<file path="src/design/ofsr_pkg.sv">
// package: register map, field layout and fixed sizes of the output fault status reporter
package ofsr_pkg;
    localparam int OFSR_OUT_BYTES = 8;
    localparam int OFSR_IN_BYTES = 12;
    localparam int OFSR_MPG_COUNT = 3;
    localparam logic [7:0] OFSR_ADDR_W = 8'h08;
    // register byte addresses
    localparam logic [7:0] OFSR_REG_OUT_DATA_LO = 8'h00;
    localparam logic [7:0] OFSR_REG_OUT_DATA_HI = 8'h04;
    localparam logic [7:0] OFSR_REG_BASE = 8'h08;
    localparam logic [7:0] OFSR_REG_CONFIG = 8'h0C;
    localparam logic [7:0] OFSR_REG_FORCED = 8'h10;
    localparam logic [7:0] OFSR_REG_PENDING = 8'h14;
    localparam logic [7:0] OFSR_REG_RECORD = 8'h18;
    localparam logic [7:0] OFSR_REG_FLAGS0 = 8'h20;
    // base register fields
    localparam int OFSR_BASE_IN_LSB = 0;
    localparam int OFSR_BASE_OUT_LSB = 16;
    // config register fields
    localparam int OFSR_CFG_GROUP_LSB = 0;
    localparam int OFSR_CFG_PATH_LSB = 8;
    localparam int OFSR_CFG_SLOT_LSB = 16;
    localparam int OFSR_CFG_MPG_EN_BIT = 24;
    // record register fields
    localparam int OFSR_REC_DATA_LSB = 0;
    localparam int OFSR_REC_INFO_LSB = 8;
    localparam int OFSR_REC_SLOT_LSB = 16;
    localparam int OFSR_REC_PATH_LSB = 24;
    localparam int OFSR_REC_VALID_BIT = 31;
    // reset values and response codes
    localparam logic [31:0] OFSR_BASE_RESET = 32'h0000_0000;
    localparam logic [31:0] OFSR_CONFIG_RESET = 32'h0001_0000;
    localparam logic [1:0] OFSR_RESP_OKAY = 2'h0;
    localparam logic [1:0] OFSR_RESP_SLVERR = 2'h2;
endpackage

</file>
<file path="src/design/ofsr_byte_guard.sv">
// one output byte: forced-off protection and per-bit ground fault flags
module ofsr_byte_guard
    import ofsr_pkg::*;
(
    input wire logic aclk,
    input wire logic aresetn,
    input wire logic [7:0] drive_req,
    input wire logic overload_sync,
    input wire logic [7:0] ground_fault_sync,
    output logic [7:0] drive_out,
    output logic forced_off,
    output logic [7:0] fault_flags
);
    logic next_forced_off;
    logic [7:0] next_drive_out;
    logic [7:0] next_fault_flags;

    always_comb begin
        // whole byte is held off only while the overload cause persists
        next_forced_off = overload_sync;
        next_drive_out = overload_sync ? 8'h00 : drive_req;
        // flags follow detection, so they drop as soon as a bit is healthy again
        next_fault_flags = ground_fault_sync;
    end

    always_ff @(posedge aclk) begin
        if (!aresetn) begin
            forced_off <= 1'b0;
            drive_out <= 8'h00;
            fault_flags <= 8'h00;
        end else begin
            forced_off <= next_forced_off;
            drive_out <= next_drive_out;
            fault_flags <= next_fault_flags;
        end
    end
endmodule

</file>
<file path="src/design/ofsr_record_scan.sv">
// walks the byte offsets and emits one status alarm record per faulty byte
module ofsr_record_scan
    import ofsr_pkg::*;
(
    input wire logic aclk,
    input wire logic aresetn,
    input wire logic [63:0] flags_all,
    output logic [2:0] rec_info,
    output logic [7:0] rec_data,
    output logic rec_valid
);
    logic [2:0] idx;
    logic [2:0] next_idx;
    logic [2:0] next_rec_info;
    logic [7:0] next_rec_data;
    logic next_rec_valid;
    logic [7:0] cur;

    always_comb begin
        cur = flags_all[idx*8 +: 8];
        next_idx = idx + 3'h1;
        // a record names the byte by its offset within the slot
        next_rec_info = idx;
        next_rec_data = cur;
        next_rec_valid = (cur != 8'h00);
    end

    always_ff @(posedge aclk) begin
        if (!aresetn) begin
            idx <= 3'h0;
            rec_info <= 3'h0;
            rec_data <= 8'h00;
            rec_valid <= 1'b0;
        end else begin
            idx <= next_idx;
            rec_info <= next_rec_info;
            rec_data <= next_rec_data;
            rec_valid <= next_rec_valid;
        end
    end
endmodule

</file>
<file path="src/design/ofsr_top.sv">
// output fault status reporter: protected output bytes, fault records, AXI4-Lite registers
// Operation
// - three pulse generators are addressed only together through their own slot
// - overcurrent or overtemperature holds all eight bits of that byte off
// - a driver fault never stops the module; fault location is reported instead
// - ground faults are detected per output bit and reported as status alarms
// - record ports carry group number, controller path, slot and alarm information number; the record register drops the group and keeps path bits 6:0
// - alarm information number is the faulty byte's offset, zero through seven
// - alarm data bit k set means ground fault on output bit k
module ofsr_top
    import ofsr_pkg::*;
#(
    parameter int NUM_BYTES = OFSR_OUT_BYTES
)
(
    input wire logic aclk,
    input wire logic aresetn,
    input wire logic [7:0] s_axi_awaddr,
    input wire logic [2:0] s_axi_awprot,
    input wire logic s_axi_awvalid,
    output logic s_axi_awready,
    input wire logic [31:0] s_axi_wdata,
    input wire logic [3:0] s_axi_wstrb,
    input wire logic s_axi_wvalid,
    output logic s_axi_wready,
    output logic [1:0] s_axi_bresp,
    output logic s_axi_bvalid,
    input wire logic s_axi_bready,
    input wire logic [7:0] s_axi_araddr,
    input wire logic [2:0] s_axi_arprot,
    input wire logic s_axi_arvalid,
    output logic s_axi_arready,
    output logic [31:0] s_axi_rdata,
    output logic [1:0] s_axi_rresp,
    output logic s_axi_rvalid,
    input wire logic s_axi_rready,
    input wire logic [NUM_BYTES-1:0] driver_overload,
    input wire logic [NUM_BYTES*8-1:0] driver_ground_fault,
    output logic [NUM_BYTES*8-1:0] output_drive,
    output logic pulse_gen_enable,
    output logic record_valid,
    output logic [7:0] record_group,
    output logic [7:0] record_path,
    output logic [7:0] record_slot,
    output logic [2:0] record_info,
    output logic [7:0] record_data
);
    // pin inputs pass two flip-flops before any logic looks at them
    logic [NUM_BYTES-1:0] ovl_meta;
    logic [NUM_BYTES-1:0] ovl_sync;
    logic [NUM_BYTES*8-1:0] gnd_meta;
    logic [NUM_BYTES*8-1:0] gnd_sync;

    always_ff @(posedge aclk) begin
        if (!aresetn) begin
            ovl_meta <= '0;
            ovl_sync <= '0;
            gnd_meta <= '0;
            gnd_sync <= '0;
        end else begin
            ovl_meta <= driver_overload;
            ovl_sync <= ovl_meta;
            gnd_meta <= driver_ground_fault;
            gnd_sync <= gnd_meta;
        end
    end

    // software-visible state
    logic [63:0] out_data;
    logic [31:0] base_reg;
    logic [31:0] cfg_reg;
    logic [NUM_BYTES-1:0] forced;
    logic [NUM_BYTES*8-1:0] flags;

    genvar g;
    generate
        for (g = 0; g < NUM_BYTES; g++) begin : gen_byte
            ofsr_byte_guard u_guard (
                .aclk(aclk),
                .aresetn(aresetn),
                .drive_req(out_data[g*8 +: 8]),
                .overload_sync(ovl_sync[g]),
                .ground_fault_sync(gnd_sync[g*8 +: 8]),
                .drive_out(output_drive[g*8 +: 8]),
                .forced_off(forced[g]),
                .fault_flags(flags[g*8 +: 8])
            );
        end
    endgenerate

    // scanner always sees eight bytes so offsets stay 0..7
    logic [63:0] flags_all;
    logic [2:0] scan_info;
    logic [7:0] scan_data;
    logic scan_valid;

    always_comb begin
        flags_all = '0;
        flags_all[NUM_BYTES*8-1:0] = flags;
    end

    ofsr_record_scan u_scan (
        .aclk(aclk),
        .aresetn(aresetn),
        .flags_all(flags_all),
        .rec_info(scan_info),
        .rec_data(scan_data),
        .rec_valid(scan_valid)
    );

    // record output: identity fields come from configuration
    logic next_record_valid;
    logic [7:0] next_record_group;
    logic [7:0] next_record_path;
    logic [7:0] next_record_slot;
    logic [2:0] next_record_info;
    logic [7:0] next_record_data;
    logic next_pulse_gen_enable;

    always_comb begin
        next_record_valid = scan_valid;
        next_record_group = cfg_reg[OFSR_CFG_GROUP_LSB +: 8];
        next_record_path = cfg_reg[OFSR_CFG_PATH_LSB +: 8];
        next_record_slot = cfg_reg[OFSR_CFG_SLOT_LSB +: 8];
        next_record_info = scan_info;
        next_record_data = scan_data;
        // one enable for all generators: no per-generator control exists
        next_pulse_gen_enable = cfg_reg[OFSR_CFG_MPG_EN_BIT];
    end

    always_ff @(posedge aclk) begin
        if (!aresetn) begin
            record_valid <= 1'b0;
            record_group <= 8'h00;
            record_path <= 8'h00;
            record_slot <= 8'h00;
            record_info <= 3'h0;
            record_data <= 8'h00;
            pulse_gen_enable <= 1'b0;
        end else begin
            record_valid <= next_record_valid;
            record_group <= next_record_group;
            record_path <= next_record_path;
            record_slot <= next_record_slot;
            record_info <= next_record_info;
            record_data <= next_record_data;
            pulse_gen_enable <= next_pulse_gen_enable;
        end
    end

    // AXI4-Lite write: address and data accepted in either order, response after both
    logic aw_held;
    logic w_held;
    logic [7:0] aw_addr;
    logic [31:0] w_data;
    logic [3:0] w_strb;
    logic next_aw_held;
    logic next_w_held;
    logic [7:0] next_aw_addr;
    logic [31:0] next_w_data;
    logic [3:0] next_w_strb;
    logic next_bvalid;
    logic [1:0] next_bresp;
    logic [63:0] next_out_data;
    logic [31:0] next_base_reg;
    logic [31:0] next_cfg_reg;
    logic do_write;

    function automatic logic [31:0] merge(input logic [31:0] old, input logic [31:0] d, input logic [3:0] s);
        logic [31:0] r;
        r = old;
        for (int i = 0; i < 4; i++) begin
            if (s[i]) begin
                r[i*8 +: 8] = d[i*8 +: 8];
            end
        end
        return r;
    endfunction

    always_comb begin
        next_aw_held = aw_held;
        next_w_held = w_held;
        next_aw_addr = aw_addr;
        next_w_data = w_data;
        next_w_strb = w_strb;
        next_bvalid = s_axi_bvalid;
        next_bresp = s_axi_bresp;
        next_out_data = out_data;
        next_base_reg = base_reg;
        next_cfg_reg = cfg_reg;
        if (s_axi_awvalid && s_axi_awready) begin
            next_aw_held = 1'b1;
            next_aw_addr = s_axi_awaddr;
        end
        if (s_axi_wvalid && s_axi_wready) begin
            next_w_held = 1'b1;
            next_w_data = s_axi_wdata;
            next_w_strb = s_axi_wstrb;
        end
        do_write = aw_held && w_held && !s_axi_bvalid;
        if (do_write) begin
            next_aw_held = 1'b0;
            next_w_held = 1'b0;
            next_bvalid = 1'b1;
            next_bresp = OFSR_RESP_OKAY;
            case ({aw_addr[7:2], 2'b00})
                OFSR_REG_OUT_DATA_LO: next_out_data[31:0] = merge(out_data[31:0], w_data, w_strb);
                OFSR_REG_OUT_DATA_HI: next_out_data[63:32] = merge(out_data[63:32], w_data, w_strb);
                OFSR_REG_BASE: next_base_reg = merge(base_reg, w_data, w_strb);
                OFSR_REG_CONFIG: next_cfg_reg = merge(cfg_reg, w_data, w_strb);
                default: next_bresp = OFSR_RESP_SLVERR;
            endcase
        end else if (s_axi_bvalid && s_axi_bready) begin
            next_bvalid = 1'b0;
        end
    end

    always_ff @(posedge aclk) begin
        if (!aresetn) begin
            aw_held <= 1'b0;
            w_held <= 1'b0;
            aw_addr <= 8'h00;
            w_data <= 32'h0000_0000;
            w_strb <= 4'h0;
            s_axi_bvalid <= 1'b0;
            s_axi_bresp <= OFSR_RESP_OKAY;
            out_data <= 64'h0000_0000_0000_0000;
            base_reg <= OFSR_BASE_RESET;
            cfg_reg <= OFSR_CONFIG_RESET;
            s_axi_awready <= 1'b0;
            s_axi_wready <= 1'b0;
        end else begin
            aw_held <= next_aw_held;
            w_held <= next_w_held;
            aw_addr <= next_aw_addr;
            w_data <= next_w_data;
            w_strb <= next_w_strb;
            s_axi_bvalid <= next_bvalid;
            s_axi_bresp <= next_bresp;
            out_data <= next_out_data;
            base_reg <= next_base_reg;
            cfg_reg <= next_cfg_reg;
            // ready drops for the cycle after a take so no second item slips in
            s_axi_awready <= !next_aw_held && !(s_axi_awvalid && s_axi_awready);
            s_axi_wready <= !next_w_held && !(s_axi_wvalid && s_axi_wready);
        end
    end

    // AXI4-Lite read
    logic next_arready;
    logic next_rvalid;
    logic [31:0] next_rdata;
    logic [1:0] next_rresp;
    logic [31:0] rd_word;
    logic rd_ok;
    logic [3:0] rd_byte;

    always_comb begin
        rd_word = 32'h0000_0000;
        rd_ok = 1'b1;
        rd_byte = 4'h0;
        case ({s_axi_araddr[7:2], 2'b00})
            OFSR_REG_OUT_DATA_LO: rd_word = out_data[31:0];
            OFSR_REG_OUT_DATA_HI: rd_word = out_data[63:32];
            OFSR_REG_BASE: rd_word = base_reg;
            OFSR_REG_CONFIG: rd_word = cfg_reg;
            OFSR_REG_FORCED: rd_word[NUM_BYTES-1:0] = forced;
            OFSR_REG_PENDING: begin
                for (int i = 0; i < NUM_BYTES; i++) begin
                    rd_word[i] = (flags[i*8 +: 8] != 8'h00);
                end
            end
            OFSR_REG_RECORD: begin
                rd_word[OFSR_REC_DATA_LSB +: 8] = record_data;
                rd_word[OFSR_REC_INFO_LSB +: 3] = record_info;
                rd_word[OFSR_REC_SLOT_LSB +: 8] = record_slot;
                rd_word[OFSR_REC_PATH_LSB +: 7] = record_path[6:0];
                rd_word[OFSR_REC_VALID_BIT] = record_valid;
            end
            default: begin
                rd_byte = s_axi_araddr[5:2] - 4'h8;
                if (s_axi_araddr >= OFSR_REG_FLAGS0 && rd_byte < 4'(NUM_BYTES)) begin
                    rd_word[7:0] = flags[rd_byte[2:0]*8 +: 8];
                end else begin
                    rd_ok = 1'b0;
                end
            end
        endcase
        next_arready = s_axi_arready;
        next_rvalid = s_axi_rvalid;
        next_rdata = s_axi_rdata;
        next_rresp = s_axi_rresp;
        if (s_axi_arvalid && s_axi_arready) begin
            next_arready = 1'b0;
            next_rvalid = 1'b1;
            next_rdata = rd_word;
            next_rresp = rd_ok ? OFSR_RESP_OKAY : OFSR_RESP_SLVERR;
        end else if (s_axi_rvalid && s_axi_rready) begin
            next_rvalid = 1'b0;
            next_arready = 1'b1;
        end else if (!s_axi_rvalid) begin
            next_arready = 1'b1;
        end
    end

    always_ff @(posedge aclk) begin
        if (!aresetn) begin
            s_axi_arready <= 1'b0;
            s_axi_rvalid <= 1'b0;
            s_axi_rdata <= 32'h0000_0000;
            s_axi_rresp <= OFSR_RESP_OKAY;
        end else begin
            s_axi_arready <= next_arready;
            s_axi_rvalid <= next_rvalid;
            s_axi_rdata <= next_rdata;
            s_axi_rresp <= next_rresp;
        end
    end
endmodule

</file>
<file path="config.mk">
export PLATFORM = sky130hd
export DESIGN_NAME = ofsr_top
export DESIGN_NICKNAME = d
export VERILOG_FILES = /design/src/design/ofsr_pkg.sv /design/src/design/ofsr_byte_guard.sv /design/src/design/ofsr_record_scan.sv /design/src/design/ofsr_top.sv
export SDC_FILE = /design/constraint.sdc
export NUM_CORES = 1
export LEC_CHECK = 0
export BUFFER_PORTS_ARGS = -buffer_cell sky130_fd_sc_hd__clkbuf_2
export CAP_MARGIN = 20
export CORE_MARGIN = 4
export CORE_UTILIZATION = 61
export CTS_CLUSTER_DIAMETER = 150
export DETAILED_ROUTE_END_ITERATION = 8
export PLACE_DENSITY = 0.89
export SLEW_MARGIN = 0
export SYNTH_ARGS = -nofsm -noshare
export SYNTH_HDL_FRONTEND = slang
export SYNTH_HIERARCHICAL = 1
export SYNTH_SLANG_ARGS = --single-unit
</file>
<file path="constraint.sdc">
create_clock -name aclk -period 5 [get_ports aclk]
set_input_delay 1 -clock aclk [delete_from_list [all_inputs] [get_ports aclk]]
set_output_delay 1 -clock aclk [all_outputs]
set_load 0.05 [all_outputs]
</file>
==> summary.json <==
{
  "share_of_the_core_filled_with_cells_in_the_final_layout": {"value": 71.5, "unit": "%"},
  "worst_clock_skew": {"value": 0.0211, "unit": "ns"},
  "cts_tree": {"value": "done"},
  "run_status": {"value": "finished, final reports clean"},
  "timing.critical_path.to_type": {"value": "register"},
  "sequentialPowerShare": {"value": 50.8, "unit": "%"},
  "count_of_inserted_antenna_diode_cells": {"value": 0},
  "worstPathCellList": {"value": "clkbuf_2 -> or4_4 -> nor3_4 -> buf_4 -> a22oi_1 -> nand2_1 -> o2bb2ai_1"},
  "power.density_cell_area": {"value": 395, "unit": "nW/um^2"},
  "max_cap_violations": {"value": 0},
  "start_util": {"value": 61.7, "unit": "%"},
  "numPlacedInstances": {"value": 2297},
  "clock_tree.htree_level_count": {"value": 2},
  "crit_path_max_incr_delay": {"value": 0.76, "unit": "ns"},
  "pre_cts_slack": {"value": 1.61, "unit": "ns"},
  "global_route.overflow_total": {"value": 0},
  "min-delay-path-class": {"value": "reg2reg"},
  "slowest_stage_cell_crit_path": {"value": "sky130_fd_sc_hd__nor3_4"},
  "synth-edff-count": {"value": 0},
  "final-hold-violation-count": {"value": 0},
  "post-route-min-period": {"value": 2.90, "unit": "ns"},
  "swShare": {"value": 22.0, "unit": "%"},
  "core_region_area": {"value": 31600, "unit": "um^2"},
  "timing.reg2reg.setup_slack": {"value": 2.80, "unit": "ns"},
  "chip_height": {"value": 187, "unit": "um"},
  "dpl.hpwl": {"value": 32400, "unit": "um"},
  "yosys_warnings": {"value": 6},
  "dr_total_vias": {"value": 13450},
  "total_wirelength_of_the_detailed_routed_design": {"value": 48100, "unit": "um"},
  "crit-reg2reg-launch": {"value": "aw_addr[4]"},
  "fin_setup_tns": {"value": 0, "unit": "ns"},
  "worst-slew-pin-transition": {"value": 0.989, "unit": "ns"},
  "startpoint": {"value": "s_axi_araddr[4]"},
  "top_level_ports": {"value": 279},
  "startpoint_type_of_the_worst_setup_path": {"value": "input port"},
  "remaining_routing_drc_violations": {"value": 0},
  "first_global_vias": {"value": 13449},
  "drive_gt1_share": {"value": 25.2, "unit": "%"},
  "final_cells": {"value": 2388},
  "wire_per_inst": {"value": 20.2, "unit": "um"},
  "rsz0062_at_grt": {"value": "false"},
  "postCtsSetupBuffers": {"value": 0},
  "share_clk_of_total_power": {"value": 43.7, "unit": "%"},
  "worst_ep_arrival_time": {"value": 3.37, "unit": "ns"},
  "dominantRegCellSynth": {"value": "sky130_fd_sc_hd__dfxtp_1"},
  "syn-mean-instance-area": {"value": 11.3, "unit": "um^2"},
  "finalSetupViolCount": {"value": 0},
  "internal_power": {"value": 6960, "unit": "uW"},
  "smallest_setup_slack_after_layout": {"value": 2.10, "unit": "ns"},
  "grt_pass1_wl": {"value": 74500, "unit": "um"},
  "min-delay-start": {"value": "u_scan/rec_info[1]"},
  "ys_ff_latch": {"value": 543},
  "async_reset_ff_share": {"value": 0, "unit": "%"},
  "cts_buffers": {"value": 51},
  "initialDrtViolationCount": {"value": 1099},
  "peakVddDrop": {"value": 0.000280, "unit": "V"},
  "clkSinkCount": {"value": 543},
  "die_area": {"value": 34800, "unit": "um^2"},
  "total_switching_power": {"value": 1960, "unit": "uW"},
  "first_pass_iters": {"value": 6},
  "yosysSeqAreaShare": {"value": 55.8, "unit": "%"},
  "num-nets-final": {"value": 2086},
  "syn2layout_area_growth": {"value": 16.0, "unit": "%"},
  "timing.max_slew.rel_slack": {"value": 33.9, "unit": "%"},
  "worst_skew_pair.late_latency": {"value": 0.56, "unit": "ns"},
  "core.rowCount": {"value": 65},
  "portBuffers": {"value": 266},
  "path_class": {"value": "in2reg"},
  "pin_count_of_the_biggest_net_entering_global_routing": {"value": 208},
  "dieWidth": {"value": 187, "unit": "um"},
  "globalRouteTotalUtil": {"value": 26.3, "unit": "%"},
  "ctsRootBufferMaster": {"value": "sky130_fd_sc_hd__clkbuf_16"},
  "holdBufCountCts": {"value": 0},
  "period_share": {"value": 57.9, "unit": "%"},
  "cts.reportedPaths.clkPinSlew": {"value": 0.06, "unit": "ns"},
  "detail-route-antenna-nets": {"value": 0},
  "routed_via_density": {"value": 5.63},
  "cp_data_required_time": {"value": 5.47, "unit": "ns"},
  "share_of_power_burned_in_combinational_logic": {"value": 5.5, "unit": "%"},
  "synth_cells": {"value": 1721},
  "timing.critical_path.buf_inv": {"value": 2},
  "max_freq": {"value": 0.345, "unit": "GHz"},
  "place.gp.congestion": {"value": 0.909},
  "synth_cell_type_count": {"value": 55},
  "crit_fanout": {"value": 17},
  "cts_repair_resize_count": {"value": 0},
  "initial_antenna_violation_count": {"value": 0},
  "p_leak": {"value": 0.0101, "unit": "uW"},
  "cpLargestDelayFamily": {"value": "simple AND/OR/NAND/NOR gates"},
  "synthesis.area": {"value": 19500, "unit": "um^2"},
  "max-clock-path-buffers": {"value": 3},
  "final_max_slew_violation_count": {"value": 0}
}
## logic make-up after synthesis
family / after synthesis / synth area share, %
compound gates: 207 / 7.44
xor+xnor: 1 / 0.0450
fa+ha+maj: 1 / 0.0643
buf+inv: 108 / 2.95
flops: 543 / 55.8
mux: 192 / 10.7
other cells: 1 / 0.0193
simple gates: 668 / 22.9
## final timing paths
check | endpoint | depth (start not counted)
setup / recovery | s_axi_rdata[15] | 7
hold / removal | record_info[1] | 1
setup reg to reg | out_data[17] | 5
hold reg to reg | record_info[1] | 1
## per-stage QoR
stage | cell area (um^2) | hold WS [ns] | power, uW
global route | 22600 | 0.446 | 9180
CTS | 22600 | 0.431 | 8950
floorplan | 19500 | 0.412 | 4940
global placement | 20900 | 0.413 | 5090
detailed placement | 20900 | 0.417 | 5110
finish | 22600 | 0.429 | 8910
## cell type report
cell class | instances | area (um^2)
multi-input combinational | 1071 | 8020
clock buffer | 74 | 1500
fill | 2152 | 8980
sequential | 543 | 10900
clock inverter | 17 | 214
inverter | 3 | 11.3
tap | 402 | 503
timing repair buffer | 278 | 1460
## power groups by stage
stage	combinational [uW]	sequential, uW	clock (uW)
after floorplan	287	4650	0
after global placement	473	4620	0
after detailed placement	483	4620	0
after CTS	486	4530	3930
after global routing	526	4540	4110
final	490	4530	3890
## cell usage after synthesis (2+ instances only)
master / n / area share (%)
sky130_fd_sc_hd__nor3_4: 2 / 0.17
sky130_fd_sc_hd__a21boi_0: 44 / 1.7
sky130_fd_sc_hd__mux4_2: 7 / 0.81
sky130_fd_sc_hd__nor2_1: 15 / 0.29
sky130_fd_sc_hd__nor4_1: 17 / 0.55
sky130_fd_sc_hd__nand4_1: 10 / 0.32
sky130_fd_sc_hd__buf_1: 5 / 0.096
sky130_fd_sc_hd__and3_1: 2 / 0.064
sky130_fd_sc_hd__mux4_1: 5 / 0.68
sky130_fd_sc_hd__nor2_4: 3 / 0.17
sky130_fd_sc_hd__o2bb2ai_1: 5 / 0.22
sky130_fd_sc_hd__a221oi_1: 19 / 0.85
sky130_fd_sc_hd__inv_1: 2 / 0.039
sky130_fd_sc_hd__nand2b_1: 4 / 0.13
sky130_fd_sc_hd__a31oi_1: 9 / 0.29
sky130_fd_sc_hd__a22oi_1: 42 / 1.6
sky130_fd_sc_hd__a21oi_1: 36 / 0.93
sky130_fd_sc_hd__a21oi_2: 2 / 0.090
sky130_fd_sc_hd__nand3_1: 14 / 0.36
sky130_fd_sc_hd__buf_4: 7 / 0.27
sky130_fd_sc_hd__and3b_1: 8 / 0.36
sky130_fd_sc_hd__dfxtp_1: 543 / 56
sky130_fd_sc_hd__nor2b_1: 130 / 4.2
sky130_fd_sc_hd__nand3_4: 16 / 1.4
sky130_fd_sc_hd__and3b_2: 56 / 2.9
sky130_fd_sc_hd__mux2i_1: 180 / 9.3
sky130_fd_sc_hd__buf_6: 14 / 0.81
sky130_fd_sc_hd__nand2_1: 113 / 2.2
sky130_fd_sc_hd__and4_1: 7 / 0.31
sky130_fd_sc_hd__buf_2: 16 / 0.41
sky130_fd_sc_hd__and2_1: 210 / 6.7
sky130_fd_sc_hd__nor4_4: 4 / 0.44
sky130_fd_sc_hd__clkbuf_1: 61 / 1.2
sky130_fd_sc_hd__and2_2: 48 / 1.9
sky130_fd_sc_hd__a222oi_1: 10 / 0.51
sky130_fd_sc_hd__o21ai_0: 28 / 0.72
sky130_fd_sc_hd__a211oi_1: 8 / 0.31
sky130_fd_sc_hd__nor3_1: 2 / 0.051
## per-layer routing
| layer | up-vias | wire length [um] | track usage (%) |
|---|---|---|---|
| met4 | 0 | 1530 | 8.70 |
| met2 | 553 | 22600 | 43.3 |
| met5 | - | 0 | 0 |
| met3 | 103 | 3290 | 4.75 |
| met1 | 6447 | 20700 | 35.3 |
| li1 | 6347 | - | - |
## layout by cell type (no fill, tap or decap), types with 11 or more instances in the layout
cell type | netlist | layout
sky130_fd_sc_hd__nor2_1 | 15 | 15
sky130_fd_sc_hd__o21ai_0 | 28 | 28
sky130_fd_sc_hd__dfxtp_1 | 543 | 543
sky130_fd_sc_hd__clkbuf_1 | 61 | 12
sky130_fd_sc_hd__nand2_1 | 113 | 113
sky130_fd_sc_hd__clkinv_2 | 0 | 11
sky130_fd_sc_hd__a22oi_1 | 42 | 42
sky130_fd_sc_hd__nand3_1 | 14 | 14
sky130_fd_sc_hd__and2_2 | 48 | 48
sky130_fd_sc_hd__and3b_2 | 56 | 56
sky130_fd_sc_hd__nor2b_1 | 130 | 130
sky130_fd_sc_hd__a221oi_1 | 19 | 19
sky130_fd_sc_hd__nand3_4 | 16 | 16
sky130_fd_sc_hd__a21boi_0 | 44 | 44
sky130_fd_sc_hd__mux2i_1 | 180 | 180
sky130_fd_sc_hd__a21oi_1 | 36 | 36
sky130_fd_sc_hd__and2_1 | 210 | 211
sky130_fd_sc_hd__clkbuf_16 | 0 | 53
sky130_fd_sc_hd__nor4_1 | 17 | 17
sky130_fd_sc_hd__clkbuf_2 | 1 | 265
Note: power is estimated with default switching activity, not from simulation.
